<file path="src/rtl/tpt_defines.vh">
// Constants, register map and field layout of the three channel pulse timer
// How it works
// - Two-bit clear field selects clear source
// - Sync bit gates synchronous clearing participation
// - Counter wrap FFFF to 0000 sets overflow
// - Overflow cleared by zero write after read
// - Flags accept only zero writes, clearing
// - Enable bit gates A/D start requests
// - Channels 1,2 count down only in phase or cascade mode
// - Channel 2 B compare: initial level, match action
// - Channel 2 B capture: rising, falling, both
// - Channel 0 D buffer ignores its I/O control
// - C or D buffer acts purely as buffer
// - Channel 1 capture may use ch0 C event
// - Buffer C/D events never clear counter
`ifndef TPT_DEFINES_VH
`define TPT_DEFINES_VH
// ----------------------------------------
// Register offsets (byte addresses)
// ----------------------------------------
`define TPT_CH0_CONTROL 16'hFFD0
`define TPT_CH0_MODE 16'hFFD1
`define TPT_CH0_IO_HIGH 16'hFFD2
`define TPT_CH0_IO_LOW 16'hFFD3
`define TPT_CH0_IRQ_ENABLE 16'hFFD4
`define TPT_CH0_FLAGS 16'hFFD5
`define TPT_CH0_COUNT 16'hFFD6
`define TPT_CH1_CONTROL 16'hFFE0
`define TPT_CH1_MODE 16'hFFE1
`define TPT_CH1_IO_CONTROL 16'hFFE2
`define TPT_CH1_IRQ_ENABLE 16'hFFE4
`define TPT_CH1_FLAGS 16'hFFE5
`define TPT_CH1_COUNT 16'hFFE6
`define TPT_CH2_CONTROL 16'hFFF0
`define TPT_CH2_MODE 16'hFFF1
`define TPT_CH2_IO_CONTROL 16'hFFF2
`define TPT_CH2_IRQ_ENABLE 16'hFFF4
`define TPT_CH2_FLAGS 16'hFFF5
`define TPT_CH2_COUNT 16'hFFF6
`define TPT_SYNC_REG 16'hFF80
`define TPT_GRA_BASE 16'hFF90
`define TPT_GRB_BASE 16'hFFA0
`define TPT_GRC0 16'hFFB0
`define TPT_GRD0 16'hFFB4
`define TPT_IRQ_STATUS 16'hFFB8
`define TPT_IRQ_MASK 16'hFFBC
`define TPT_CH_STRIDE 16'h0010
`define TPT_GR_STRIDE 16'h0004
// ----------------------------------------
// Field positions and codes
// ----------------------------------------
`define TPT_CCLR_NONE 2'h0
`define TPT_CCLR_A 2'h1
`define TPT_CCLR_B 2'h2
`define TPT_CCLR_SYNC 2'h3
`define TPT_CCLR_HI 7
`define TPT_CCLR_LO 6
`define TPT_CCLR_C_BIT 5
`define TPT_MODE_PHASE_BIT 2
`define TPT_MODE_EXT_BIT 1
`define TPT_MODE_DOWN_BIT 0
`define TPT_MODE_BUFD_BIT 5
`define TPT_MODE_BUFC_BIT 4
`define TPT_MODE_RSV_BIT 3
`define TPT_IO_CAPTURE_BIT 3
`define TPT_IO_INIT_BIT 2
`define TPT_IO_BOTH_BIT 1
`define TPT_IO_LOW_HI 1
`define TPT_IO_ZERO 2'h1
`define TPT_IO_ONE 2'h2
`define TPT_IO_TOGGLE 2'h3
`define TPT_IO_OFF 2'h0
`define TPT_IO1_SRC_BIT 7
`define TPT_ADC_EN_BIT 7
`define TPT_OVF_EN_BIT 4
`define TPT_OVF_BIT 4
`define TPT_MATCH_A_BIT 0
`define TPT_MATCH_B_BIT 1
`define TPT_COUNT_MAX 16'hFFFF
`define TPT_COUNT_ZERO 16'h0000
`define TPT_BYTE_ZERO 8'h00
`define TPT_WORD_ZERO 32'h00000000
`define TPT_BAD_DATA 32'hDEADBEEF
`endif

</file>
<file path="src/rtl/tpt_timer.v">
// Three channel 16-bit pulse timer with Avalon-MM register slave
`timescale 1ns/1ps
`default_nettype none
`include "tpt_defines.vh"
module tpt_timer
(
    // Clock and reset
    input wire clk,
    input wire rst_n,
    // Avalon-MM slave
    input wire [15:0] address,
    input wire read,
    input wire write,
    input wire [31:0] writedata,
    output reg [31:0] readdata,
    output wire waitrequest,
    // Timer pins, count direction and ch2 B output
    input wire [2:0] count_down_pin,
    input wire ch1_a_pin,
    input wire ch2_b_pin,
    output reg ch2_b_out,
    output reg ch2_b_oe,
    // Requests
    output wire [2:0] adc_start,
    output wire [2:0] chan_irq,
    output wire irq
);
    // ----------------------------------------
    // Declarations
    // ----------------------------------------
    reg [7:0] control [0:2];
    reg [7:0] mode [0:2];
    reg [7:0] io_control [0:2];
    reg [7:0] io_low0;
    reg [7:0] irq_enable [0:2];
    reg [7:0] flags [0:2];
    reg [15:0] count [0:2];
    reg [15:0] gra [0:2];
    reg [15:0] grb [0:2];
    reg [15:0] grc0;
    reg [15:0] grd0;
    reg [2:0] sync_reg;
    reg [2:0] ovf_seen;
    reg [2:0] irq_status;
    reg [2:0] irq_mask;
    reg ack;
    reg [2:0] dn_meta, dn_sync;
    reg ca_meta, ca_sync, ca_prev;
    reg cb_meta, cb_sync, cb_prev;
    wire [2:0] clr_req;
    wire [2:0] ovf_evt;
    wire [2:0] match_a;
    wire [2:0] match_b;
    wire [2:0] sync_clr;
    wire [2:0] own_clr;
    wire c0_event;
    wire ch1_cap;
    wire ch2_cap;
    wire any_sync_clr;
    wire bus_wr;
    wire bus_rd;
    reg [31:0] next_readdata;
    genvar gi;
    // Single cycle wait state: answer on second cycle
    assign waitrequest = (read | write) & ~ack;
    assign bus_wr = write & ack;
    assign bus_rd = read & ack;
    // ----------------------------------------
    // Input synchronisers
    // ----------------------------------------
    always @(posedge clk)
    begin
        if (!rst_n)
        begin
            dn_meta <= 3'h0;
            dn_sync <= 3'h0;
            ca_meta <= 1'b0;
            ca_sync <= 1'b0;
            ca_prev <= 1'b0;
            cb_meta <= 1'b0;
            cb_sync <= 1'b0;
            cb_prev <= 1'b0;
        end
        else
        begin
            dn_meta <= count_down_pin;
            dn_sync <= dn_meta;
            ca_meta <= ch1_a_pin;
            ca_sync <= ca_meta;
            ca_prev <= ca_sync;
            cb_meta <= ch2_b_pin;
            cb_sync <= cb_meta;
            cb_prev <= cb_sync;
        end
    end
    // Ch0 C register compare event, unless used as buffer
    assign c0_event = (count[0] == grc0) & ~mode[0][`TPT_MODE_BUFC_BIT];
    // Ch1 capture from pin rising edge or ch0 C event
    assign ch1_cap = io_control[1][`TPT_IO1_SRC_BIT] ? c0_event : (ca_sync & ~ca_prev);
    // Ch2 B capture edge select
    assign ch2_cap = io_control[2][`TPT_IO_CAPTURE_BIT] &
        (io_control[2][`TPT_IO_BOTH_BIT] ? (cb_sync ^ cb_prev) :
        (io_control[2][0] ? (~cb_sync & cb_prev) : (cb_sync & ~cb_prev)));
    // ----------------------------------------
    // Per channel compare and clear logic
    // ----------------------------------------
    generate
        for (gi = 0; gi < 3; gi = gi + 1)
        begin : g_ch
            wire [1:0] cclr;
            wire down_ok;
            wire c0_clear;
            assign cclr = control[gi][`TPT_CCLR_HI:`TPT_CCLR_LO];
            assign match_a[gi] = (gi == 1) ? ((count[gi] == gra[gi]) | ch1_cap) :
                (count[gi] == gra[gi]);
            assign match_b[gi] = (gi == 2) ?
                (io_control[2][`TPT_IO_CAPTURE_BIT] ? ch2_cap : (count[gi] == grb[gi])) :
                (count[gi] == grb[gi]);
            // Ch0 C/D clear only when not buffering
            assign c0_clear = (gi == 0) & control[0][`TPT_CCLR_C_BIT] &
                ((cclr == `TPT_CCLR_A) ? ~mode[0][`TPT_MODE_BUFC_BIT] & (count[0] == grc0) :
                (cclr == `TPT_CCLR_B) ? ~mode[0][`TPT_MODE_BUFD_BIT] & (count[0] == grd0) :
                1'b0);
            // Own clear source kept apart so the sync clear has no loop
            assign own_clr[gi] = ((gi == 0) & control[0][`TPT_CCLR_C_BIT]) ? c0_clear :
                (cclr == `TPT_CCLR_A) ? match_a[gi] :
                (cclr == `TPT_CCLR_B) ? match_b[gi] : 1'b0;
            assign sync_clr[gi] = sync_reg[gi] & own_clr[gi];
            assign clr_req[gi] = own_clr[gi] | ((cclr == `TPT_CCLR_SYNC) &
                ~((gi == 0) & control[0][`TPT_CCLR_C_BIT]) & sync_reg[gi] & any_sync_clr);
            // Down counting only in phase counting or cascade mode
            assign down_ok = (gi != 0) & (mode[gi][`TPT_MODE_PHASE_BIT] |
                mode[gi][`TPT_MODE_EXT_BIT]) & dn_sync[gi];
            assign ovf_evt[gi] = ~down_ok & ~clr_req[gi] & (count[gi] == `TPT_COUNT_MAX);
            // Interrupt and A/D start requests
            assign chan_irq[gi] = |(flags[gi] & irq_enable[gi] & 8'h1F);
            assign adc_start[gi] = irq_enable[gi][`TPT_ADC_EN_BIT] & match_a[gi];
            always @(posedge clk)
            begin
                if (!rst_n)
                    count[gi] <= `TPT_COUNT_ZERO;
                else if (bus_wr && address == `TPT_CH0_COUNT + gi * `TPT_CH_STRIDE)
                    count[gi] <= writedata[15:0];
                else if (clr_req[gi])
                    count[gi] <= `TPT_COUNT_ZERO;
                else if (down_ok)
                    count[gi] <= count[gi] - 16'h0001;
                else
                    count[gi] <= count[gi] + 16'h0001;
            end
        end
    endgenerate
    // Any synchronised channel that clears from its own source
    assign any_sync_clr = |sync_clr;
    assign irq = |(irq_status & irq_mask);
    // ----------------------------------------
    // Register writes and flags
    // ----------------------------------------
    integer i;
    always @(posedge clk)
    begin
        if (!rst_n)
        begin
            ack <= 1'b0;
            sync_reg <= 3'h0;
            ovf_seen <= 3'h0;
            irq_status <= 3'h0;
            irq_mask <= 3'h0;
            io_low0 <= `TPT_BYTE_ZERO;
            grc0 <= `TPT_COUNT_MAX;
            grd0 <= `TPT_COUNT_MAX;
            for (i = 0; i < 3; i = i + 1)
            begin
                control[i] <= `TPT_BYTE_ZERO;
                mode[i] <= `TPT_BYTE_ZERO;
                io_control[i] <= `TPT_BYTE_ZERO;
                irq_enable[i] <= `TPT_BYTE_ZERO;
                flags[i] <= `TPT_BYTE_ZERO;
                gra[i] <= `TPT_COUNT_MAX;
                grb[i] <= `TPT_COUNT_MAX;
            end
        end
        else
        begin
            ack <= (read | write) & ~ack;
            if (bus_wr && address == `TPT_SYNC_REG)
                sync_reg <= writedata[2:0];
            if (bus_wr && address == `TPT_IRQ_MASK)
                irq_mask <= writedata[2:0];
            if (bus_wr && address == `TPT_CH0_IO_LOW)
                io_low0 <= writedata[7:0];
            if (bus_wr && address == `TPT_GRC0)
                grc0 <= writedata[15:0];
            if (bus_wr && address == `TPT_GRD0)
                grd0 <= writedata[15:0];
            // Chip status: set wins over write-one clear
            irq_status <= (irq_status & ~((bus_wr && address == `TPT_IRQ_STATUS) ?
                writedata[2:0] : 3'h0)) | ovf_evt;
            for (i = 0; i < 3; i = i + 1)
            begin
                if (bus_wr && address == `TPT_CH0_CONTROL + i * `TPT_CH_STRIDE)
                    control[i] <= writedata[7:0];
                if (bus_wr && address == `TPT_CH0_MODE + i * `TPT_CH_STRIDE)
                    mode[i] <= (i == 0) ? writedata[7:0] :
                        (writedata[7:0] & ~(8'h01 << `TPT_MODE_RSV_BIT));
                if (bus_wr && address == `TPT_CH0_IO_HIGH + i * `TPT_CH_STRIDE)
                    io_control[i] <= writedata[7:0];
                if (bus_wr && address == `TPT_CH0_IRQ_ENABLE + i * `TPT_CH_STRIDE)
                    irq_enable[i] <= writedata[7:0];
                if (bus_wr && address == `TPT_GRA_BASE + i * `TPT_GR_STRIDE)
                    gra[i] <= writedata[15:0];
                if (bus_wr && address == `TPT_GRB_BASE + i * `TPT_GR_STRIDE)
                    grb[i] <= writedata[15:0];
                // Read of overflow as one arms its clear
                if (bus_rd && address == `TPT_CH0_FLAGS + i * `TPT_CH_STRIDE)
                    ovf_seen[i] <= flags[i][`TPT_OVF_BIT];
                // Zero writes clear only; ones ignored; events win
                if (bus_wr && address == `TPT_CH0_FLAGS + i * `TPT_CH_STRIDE)
                begin
                    flags[i] <= (flags[i] & (writedata[7:0] |
                        ~({3'h0, ovf_seen[i], 4'hF} & 8'h1F))) |
                        ({3'h0, ovf_evt[i], 4'h0}) |
                        ({6'h0, match_b[i], match_a[i]});
                    ovf_seen[i] <= 1'b0;
                end
                else
                    flags[i] <= flags[i] | {3'h0, ovf_evt[i], 2'h0, match_b[i], match_a[i]};
            end
        end
    end
    // ----------------------------------------
    // Channel 2 B pin output compare
    // ----------------------------------------
    always @(posedge clk)
    begin
        if (!rst_n)
        begin
            ch2_b_out <= 1'b0;
            ch2_b_oe <= 1'b0;
        end
        else if (io_control[2][`TPT_IO_CAPTURE_BIT] ||
            io_control[2][`TPT_IO_LOW_HI:0] == `TPT_IO_OFF)
            ch2_b_oe <= 1'b0;
        else if (!ch2_b_oe)
        begin
            ch2_b_oe <= 1'b1;
            ch2_b_out <= io_control[2][`TPT_IO_INIT_BIT];
        end
        else if (count[2] == grb[2])
        begin
            case (io_control[2][`TPT_IO_LOW_HI:0])
                `TPT_IO_ZERO: ch2_b_out <= 1'b0;
                `TPT_IO_ONE: ch2_b_out <= 1'b1;
                `TPT_IO_TOGGLE: ch2_b_out <= ~ch2_b_out;
                default: ch2_b_out <= ch2_b_out;
            endcase
        end
    end
    // Ch2 B capture loads the B register: separate so writes stay simple
    reg [15:0] cap2b;
    always @(posedge clk)
    begin
        if (!rst_n)
            cap2b <= `TPT_COUNT_ZERO;
        else if (ch2_cap)
            cap2b <= count[2];
    end
    // ----------------------------------------
    // Read mux
    // ----------------------------------------
    always @*
    begin
        next_readdata = `TPT_WORD_ZERO;
        case (address)
            `TPT_CH0_CONTROL: next_readdata[7:0] = control[0];
            `TPT_CH0_MODE: next_readdata[7:0] = mode[0];
            `TPT_CH0_IO_HIGH: next_readdata[7:0] = io_control[0];
            `TPT_CH0_IO_LOW: next_readdata[7:0] = io_low0;
            `TPT_CH0_IRQ_ENABLE: next_readdata[7:0] = irq_enable[0];
            `TPT_CH0_FLAGS: next_readdata[7:0] = flags[0];
            `TPT_CH0_COUNT: next_readdata[15:0] = count[0];
            `TPT_CH1_CONTROL: next_readdata[7:0] = control[1];
            `TPT_CH1_MODE: next_readdata[7:0] = mode[1];
            `TPT_CH1_IO_CONTROL: next_readdata[7:0] = io_control[1];
            `TPT_CH1_IRQ_ENABLE: next_readdata[7:0] = irq_enable[1];
            `TPT_CH1_FLAGS: next_readdata[7:0] = flags[1];
            `TPT_CH1_COUNT: next_readdata[15:0] = count[1];
            `TPT_CH2_CONTROL: next_readdata[7:0] = control[2];
            `TPT_CH2_MODE: next_readdata[7:0] = mode[2];
            `TPT_CH2_IO_CONTROL: next_readdata[7:0] = io_control[2];
            `TPT_CH2_IRQ_ENABLE: next_readdata[7:0] = irq_enable[2];
            `TPT_CH2_FLAGS: next_readdata[7:0] = flags[2];
            `TPT_CH2_COUNT: next_readdata[15:0] = count[2];
            `TPT_SYNC_REG: next_readdata[2:0] = sync_reg;
            `TPT_IRQ_STATUS: next_readdata[2:0] = irq_status;
            `TPT_IRQ_MASK: next_readdata[2:0] = irq_mask;
            `TPT_GRC0: next_readdata[15:0] = grc0;
            `TPT_GRD0: next_readdata[15:0] = grd0;
            `TPT_GRA_BASE: next_readdata[15:0] = gra[0];
            `TPT_GRA_BASE + `TPT_GR_STRIDE: next_readdata[15:0] = gra[1];
            `TPT_GRA_BASE + 2 * `TPT_GR_STRIDE: next_readdata[15:0] = gra[2];
            `TPT_GRB_BASE: next_readdata[15:0] = grb[0];
            `TPT_GRB_BASE + `TPT_GR_STRIDE: next_readdata[15:0] = grb[1];
            `TPT_GRB_BASE + 2 * `TPT_GR_STRIDE: next_readdata[15:0] =
                io_control[2][`TPT_IO_CAPTURE_BIT] ? cap2b : grb[2];
            default: next_readdata = `TPT_BAD_DATA;
        endcase
    end
    // Registered read data, valid when waitrequest drops
    always @(posedge clk)
    begin
        if (!rst_n)
            readdata <= `TPT_WORD_ZERO;
        else if (read && !ack)
            readdata <= next_readdata;
    end
endmodule
`default_nettype wire

</file>
<file path="config.mk">
export PLATFORM = sky130hd
export DESIGN_NAME = tpt_timer
export DESIGN_NICKNAME = d
export VERILOG_FILES = /design/src/rtl/tpt_timer.v
export VERILOG_INCLUDE_DIRS = /design/src /design/src/rtl
export SDC_FILE = /design/constraint.sdc
export NUM_CORES = 1
export LEC_CHECK = 0
export BUFFER_PORTS_ARGS = -buffer_cell sky130_fd_sc_hd__buf_2
export CORE_ASPECT_RATIO = 0.75
export CORE_UTILIZATION = 50
export CTS_CLUSTER_DIAMETER = 200
export DETAILED_ROUTE_END_ITERATION = 16
export GPL_TIMING_DRIVEN = 0
export PLACE_DENSITY_LB_ADDON = 0.05
export SYNTH_ARGS = -nofsm -noshare
export SYNTH_HDL_FRONTEND = slang
export SYNTH_SLANG_ARGS = --single-unit
</file>
<file path="constraint.sdc">
create_clock -name clk -period 3.9 [get_ports clk]
set_clock_uncertainty 0.15 [all_clocks]
set_input_delay 0.39 -clock clk [delete_from_list [all_inputs] [get_ports clk]]
set_output_delay 0.39 -clock clk [all_outputs]
set_load 0.03 [all_outputs]
</file>
==> results of run 1 <==
-- cell families (layout without fill, tap and decap cells) --
group           after synthesis  after routing
simple gates                700            700
other cells                   2             64
fa+ha+maj                    10             10
xor+xnor                    195            195
buf+inv                     175            322
flops                       351            351
mux                          40             40
compound gates              332            332
-- how the worst max path moves through the flow --
stage | slack, ns | depth (start not counted) | end | startpoint
global placement | -0.49 | 10 | count[0][10] | count[2][1]
finish | -0.1 | 8 | irq_enable[0][8] | address[2]
detailed placement | -0.54 | 10 | count[0][10] | count[2][1]
floorplan | 0.61 | 7 | grb[0][32] | address[0]
global route | 0.01 | 10 | count[0][10] | count[1][10]
CTS | 0.04 | 7 | grb[0][27] | ack
-- metrics by stage --
| step | TNS, ns | area, sq um | cells | util [%] | power, mW |
|---|---|---|---|---|---|
| 2_1_floorplan | 0 | 18700 | 1865 | - | 4.69 |
| 3_3_place_gp | -55.23 | 19700 | 2433 | 54.6 | 5.03 |
| 3_5_place_dp | -54.40 | 19700 | 2434 | 54.6 | 5.04 |
| 4_1_cts | 0 | 21000 | 2508 | 58.3 | 8.63 |
| 5_1_grt | 0 | 21100 | 2508 | 58.3 | 8.85 |
| 6_report | -1.86 | 21100 | 2510 | 58.3 | 8.71 |
-- layout by cell type (no fill, tap or decap), types with 67 or more instances in the layout --
| master | Yosys | routed |
|---|---|---|
| nor2_1 | 107 | 107 |
| clkbuf_1 | 77 | 84 |
| dfxtp_1 | 98 | 98 |
| xor2_1 | 133 | 133 |
| a21oi_1 | 67 | 67 |
| nand3_1 | 92 | 92 |
| edfxtp_1 | 253 | 253 |
| nand2_1 | 222 | 217 |
| buf_2 | 54 | 127 |
-- per-layer routing --
layer  vias up  routed length [um]  global-route usage (%)
met4         4                2800                    12.5
li1       6948                   -                       -
met1      8031               31900                    59.2
met5         -                  24                       0
met2      1373               30800                    56.1
met3       199               13500                    17.6
-- repair_timing --
action | CTS | global route
gates resized for setup | 8 | 5
endpoints found under the setup margin | 162 | 164
hold endpoints to repair | 4 | 0
setup buffers | 1 | 0
hold buffers | 4 | 0
pin swaps | 1 | 0
-- final cells by class --
cell class              count  area [sq um]
fillers                  3232         15000
clock inverters            12           116
multi-input cells        1339          8430
clock buffers              57          1120
diodes                      2          5.00
repair buffers             79           420
plain buffers             152           712
inverters                  22          82.6
well taps                 496           621
flip-flops and latches    351          9560
-- critical path: cells and delay by family --
kind / cells / cell delay [ns]
AND/OR/NAND/NOR: 6 / 3.46
buffers and inverters: 2 / 0.36
-- power by group through the flow --
stage | Clock [mW] | Combinational [mW] | Sequential [mW]
floorplan | 0 | 0.461 | 4.23
global placement | 0 | 0.781 | 4.25
detailed placement | 0 | 0.790 | 4.25
CTS | 3.66 | 0.798 | 4.17
global route | 3.81 | 0.858 | 4.18
finish | 3.70 | 0.826 | 4.18
==> summary.txt, run 1 <==
Yosys
  – Yosys warns: 0
  – Share of the synthesized area in the top cell type: 41.1%
  – Area leader, netlist: edfxtp_1
  – Syn Area/Cell: 10.2 sq um
  – Compound-gate portion of the synthesized area: 12.8%
  – Seq cells post-synth: 351
  – Largest family of logic cells by synthesized area: simple AND/OR/NAND/NOR gates
  – Syn Inst Count: 1805
  – Area contributors post-synth: edfxtp_1 (41%), dfxtp_1 (11%), xor2_1 (6.3%)
  – Simple-gate share of the synthesized area: 19.0%
  – Synth Flop Type: edfxtp_1
  – Mapped Area: 18500 sq um
  – Yosys cell types: 76
  – Area share of fa/ha/maj cells after synthesis: 0.676%
  – XOR/XNOR Fraction of Synth Area: 9.23%
  – Post-synth EDFFs: 253
  – Most frequent cell after synthesis: edfxtp_1
  – Sequential-to-total area share from yosys stat: 51.7%
  – Multiplexer share of the synthesized area: 2.22%
  – Async SR Flop Fraction: 0%
  – Synth cell count leaders: edfxtp_1 (253), nand2_1 (222), xor2_1 (133), nor2_1 (107), dfxtp_1 (98)

CTS
  – CTS tree: done
  – Clock transition at the registers of the reported paths: 0.06 ns
  – H-tree depth: 2
  – Clock Sinks: 351
  – Clk_lat worst skew: 0.55 ns
  – Max Buffers Root-to-Sink: 3
  – Clock root cell: clkbuf_16
  – Num CTS Buffers: 38

STA
  – WHS: 0.0671 ns
  – Tcrit/Tclk final: 102%
  – Final setup fails: 21
  – Final Max Slew Viols: 21
  – Final hold violation count: 0
  – Final WS setup: -0.0973 ns
  – Final Critical Period: 4.00 ns
  – Max Clock Freq: 250 MHz
  – Relative slew slack: -2.31%
  – Worst-margin pin slew: 1.53 ns
  – RSZ-0062 raised after global routing: false

Final layout
  – Area Growth Syn to Fin: 13.9%
  – NumNets Final: 2050
  – Top Registers: count: 48 flops, gra: 48 flops, grb: 48 flops
  – Share of cells above drive strength 1: 13.5%

Min path
  – Hold Crit Depth: 3
  – Hold WC Path Type: input pin to flop
  – Hold EP: ack
  – Hold wc startpoint: write

Power and ir drop
  – Sw Pwr: 2.26 mW
  – Sequential Power Share: 48.0%
  – Peak supply drop: 0.276 mV
  – P_int: 6.45 mW
  – Comb pwr share: 9.5%
  – Leak pwr: 7.42 nW
  – Sw Ratio: 26.0%
  – Clock share of power: 42.5%
  – PD cells: 413 nW/um^2

Global route
  – Largest net degree at the start of global routing: 17
  – Global-route wire length before repair: 109000 um
  – Grt total ovfl: 0
  – Initial antenna violation count: 5
  – GRT Total Usage: 41.4%
  – Number of global-route vias before repair: 15000

Floorplanning
  – # IOs: 99
  – DIE WIDTH: 224 um
  – Die Span Y: 169 um
  – Die area: 37800 sq um
  – Core ar.: 36100 sq um
  – Starting Density: 51.2%
  – FP Rows: 60

Critical path
  – FF-to-FF Start: ack
  – Crit path capture type: flop
  – CP cell instances: buf_2 > buf_2 > nor4b_1 > nand3_1 > nor2_1 > nor3_1 > nor2_1 > and2_1
  – Kind of critical path: input pin to flop
  – Worst EP required: 4.14 ns
  – Crit Path Max Fanout: 10
  – Crit-path max cell delay: 1.34 ns
  – Element type at the critical path start: input pin
  – Reg2reg setup slack: 0.05 ns
  – Slowest cell on crit path: nor2_1
  – Reg2reg path depth: 6
  – Worst R2R End: mode[0][5]
  – WP data arrival: 4.24 ns

Place
  – Setup WS pre-CTS: -0.540 ns
  – Detailed placement HPWL: 59400 um
  – # port buffers: 72
  – Placer Congestion: 1.06

Run status
  – Status: complete, but fails checks
  – Failing checks: max-capacitance violations, max-slew violations, negative setup slack

Detailed routing
  – First-pass iteration count of the detailed router: 7
  – Vias: 16600
  – Post-route DRC: 0
  – Routed len/inst: 31.5 um
  – Vias per cell: 6.60
  – Initial drt markers: 2663
  – Routed Antenna Nets: 0
  – Routed WL: 79100 um

Run
  – Max_cap viols: 2
Note: power is estimated with default switching activity, not from simulation.
==> run 2: changes to the inputs <==
--- a/config.mk
+++ b/config.mk
@@ -13,6 +13,7 @@
 export DETAILED_ROUTE_END_ITERATION = 16
 export GPL_TIMING_DRIVEN = 0
 export PLACE_DENSITY_LB_ADDON = 0.05
+export SKIP_CTS_REPAIR_TIMING = 1
 export SYNTH_ARGS = -nofsm -noshare
 export SYNTH_HDL_FRONTEND = slang
 export SYNTH_SLANG_ARGS = --single-unit
==> run 2 against run 1 <==
  * Core utilization stayed put
  * Combinational power hardly changed
  * The flow still finishes with violations (max-capacitance violations, max-slew violations, negative setup slack)
  * Sequential power hardly changed
  * Largest cell class unchanged
==> summary.txt, run 2 (same netlist as run 1, synthesis figures left out) <==
Critical path
  – Crit Path Max Fanout: 10
  – Kind of critical path: input pin to flop
  – Reg2reg path depth: 10
  – FF-to-FF Start: count[1][10]
  – Element type at the critical path start: input pin
  – Reg2reg setup slack: 0.04 ns
  – Worst EP required: 4.14 ns
  – Crit path capture type: flop
  – Worst R2R End: count[0][10]
  – WP data arrival: 4.18 ns

Global route
  – M1 GR Usage: 59.2%
  – Largest net degree at the start of global routing: 17
  – Number of global-route vias before repair: 15000
  – Global routing usage on met2: 56.0%
  – Busiest layer in global routing: met1
  – Initial antenna violation count: 5
  – Grt total ovfl: 0
  – GRT Total Usage: 41.4%
  – Met3 GRT Util: 17.7%
  – Global-route wire length before repair: 109000 um

Detailed routing
  – Initial drt markers: 2707
  – Routed WL: 79100 um
  – Routed len/inst: 31.5 um
  – Routed Antenna Nets: 0
  – Vias per cell: 6.63
  – First-pass iteration count of the detailed router: 6
  – Post-route DRC: 0
  – Vias: 16600

CTS
  – Clock transition at the registers of the reported paths: 0.06 ns
  – Clock root cell: clkbuf_16
  – Clk_lat worst skew: 0.54 ns
  – CTS tree: done
  – Num CTS Buffers: 38
  – H-tree depth: 2
  – Max Buffers Root-to-Sink: 3
  – Clock Sinks: 351

Min path
  – Hold EP: ack
  – Hold Crit Depth: 3
  – Hold wc startpoint: write
  – Hold WC Path Type: input pin to flop

Run status
  – Status: complete, but fails checks
  – Failing checks: max-capacitance violations, max-slew violations, negative setup slack

Final layout
  – Fin cells: 2510
  – Area Growth Syn to Fin: 13.9%
  – Commonest non-fill, non-tap cells in the layout: edfxtp_1 (253), nand2_1 (217), xor2_1 (133), buf_2 (127), nor2_1 (107)
  – Commonest non-fill, non-tap cell in the layout: edfxtp_1
  – Share of cells above drive strength 1: 13.5%
  – Top Registers: count: 48 flops, gra: 48 flops, grb: 48 flops
  – NumNets Final: 2050

Power and ir drop
  – Peak supply drop: 0.277 mV
  – Clock share of power: 42.4%
  – Sw Ratio: 25.9%
  – P_int: 6.45 mW
  – Comb pwr share: 9.5%
  – Sw Pwr: 2.25 mW
  – Leak pwr: 7.42 nW
  – Sequential Power Share: 48.1%
  – Total power: 8.70 mW
  – PD cells: 413 nW/um^2

Place
  – Placed cells: 2434
  – Placer Congestion: 1.06
  – # port buffers: 72
  – Detailed placement HPWL: 59400 um

STA
  – Final setup fails: 21
  – Final Critical Period: 3.94 ns
  – Max Clock Freq: 254 MHz
  – RSZ-0062 raised after global routing: false
  – Final hold violation count: 0
  – Tcrit/Tclk final: 101%
  – Final WS setup: -0.0437 ns
  – Worst-margin pin slew: 1.54 ns
  – Relative slew slack: -3.55%
  – Final Max Slew Viols: 11

Floorplanning
  – Core ar.: 36100 sq um
  – Die area: 37800 sq um
  – DIE WIDTH: 224 um
  – # IOs: 99
  – Starting Density: 51.2%
  – Die Span Y: 169 um
  – FP Rows: 60

Run
  – Max_cap viols: 2
==> run 2: power groups by stage <==
| stage | combinational, mW | clock, mW | sequential, mW |
|---|---|---|---|
| final | 0.826 | 3.69 | 4.18 |
| after global routing | 0.858 | 3.81 | 4.18 |
| after CTS | 0.793 | 3.66 | 4.17 |
| after detailed placement | 0.790 | 0 | 4.25 |
| after global placement | 0.781 | 0 | 4.25 |
| after floorplan | 0.461 | 0 | 4.23 |
==> run 2: stage by stage <==
stage          instance area [sq um]  setup TNS [ns]  utilization [%]  hold slack [ns]  worst slack [ns]
3_3_place_gp                   19700          -55.23             54.6            0.271            -0.495
6_report                       21100          -0.699             58.3           0.0727           -0.0437
3_5_place_dp                   19700          -54.40             54.6            0.272            -0.540
5_1_grt                        21100               0             58.3           0.0755            0.0100
2_1_floorplan                  18700               0                -            0.262             0.605
4_1_cts                        21000          -52.45             58.0           -0.100            -0.565
==> run 2: area by class of cell <==
cell class,count,area (sq um)
repair buffers,79,420
multi-input cells,1339,8430
plain buffers,152,712
fillers,3233,15000
well taps,496,621
clock inverters,12,116
clock buffers,57,1120
inverters,22,82.6
flip-flops and latches,351,9560
diodes,2,5.00
==> run 2: metal layers <==
| layer | share of wire (%) | routed length (um) |
|---|---|---|
| met1 | 41 | 32400 |
| met2 | 39 | 31100 |
| met3 | 16 | 12900 |
| met4 | 3.4 | 2660 |
| met5 | 0.049 | 39 |
==> run 2: how the worst max path moves through the flow <==
stage,startpoint,endpoint,depth (start not counted)
floorplan,address[0],grb[0][32],7
global placement,count[2][1],count[0][10],10
detailed placement,count[2][1],count[0][10],10
CTS,count[2][1],count[0][10],10
global route,count[1][10],count[0][10],10
finish,address[2],irq_enable[0][8],8
==> run 2: worst max-delay path, stage by stage <==
cell,delay (ns)
buf_2,0.12
buf_2,0.23
nor4b_1,0.35
nand3_1,0.53
nor2_1,1.30
nor3_1,0.52
nor2_1,0.48
and2_1,0.23
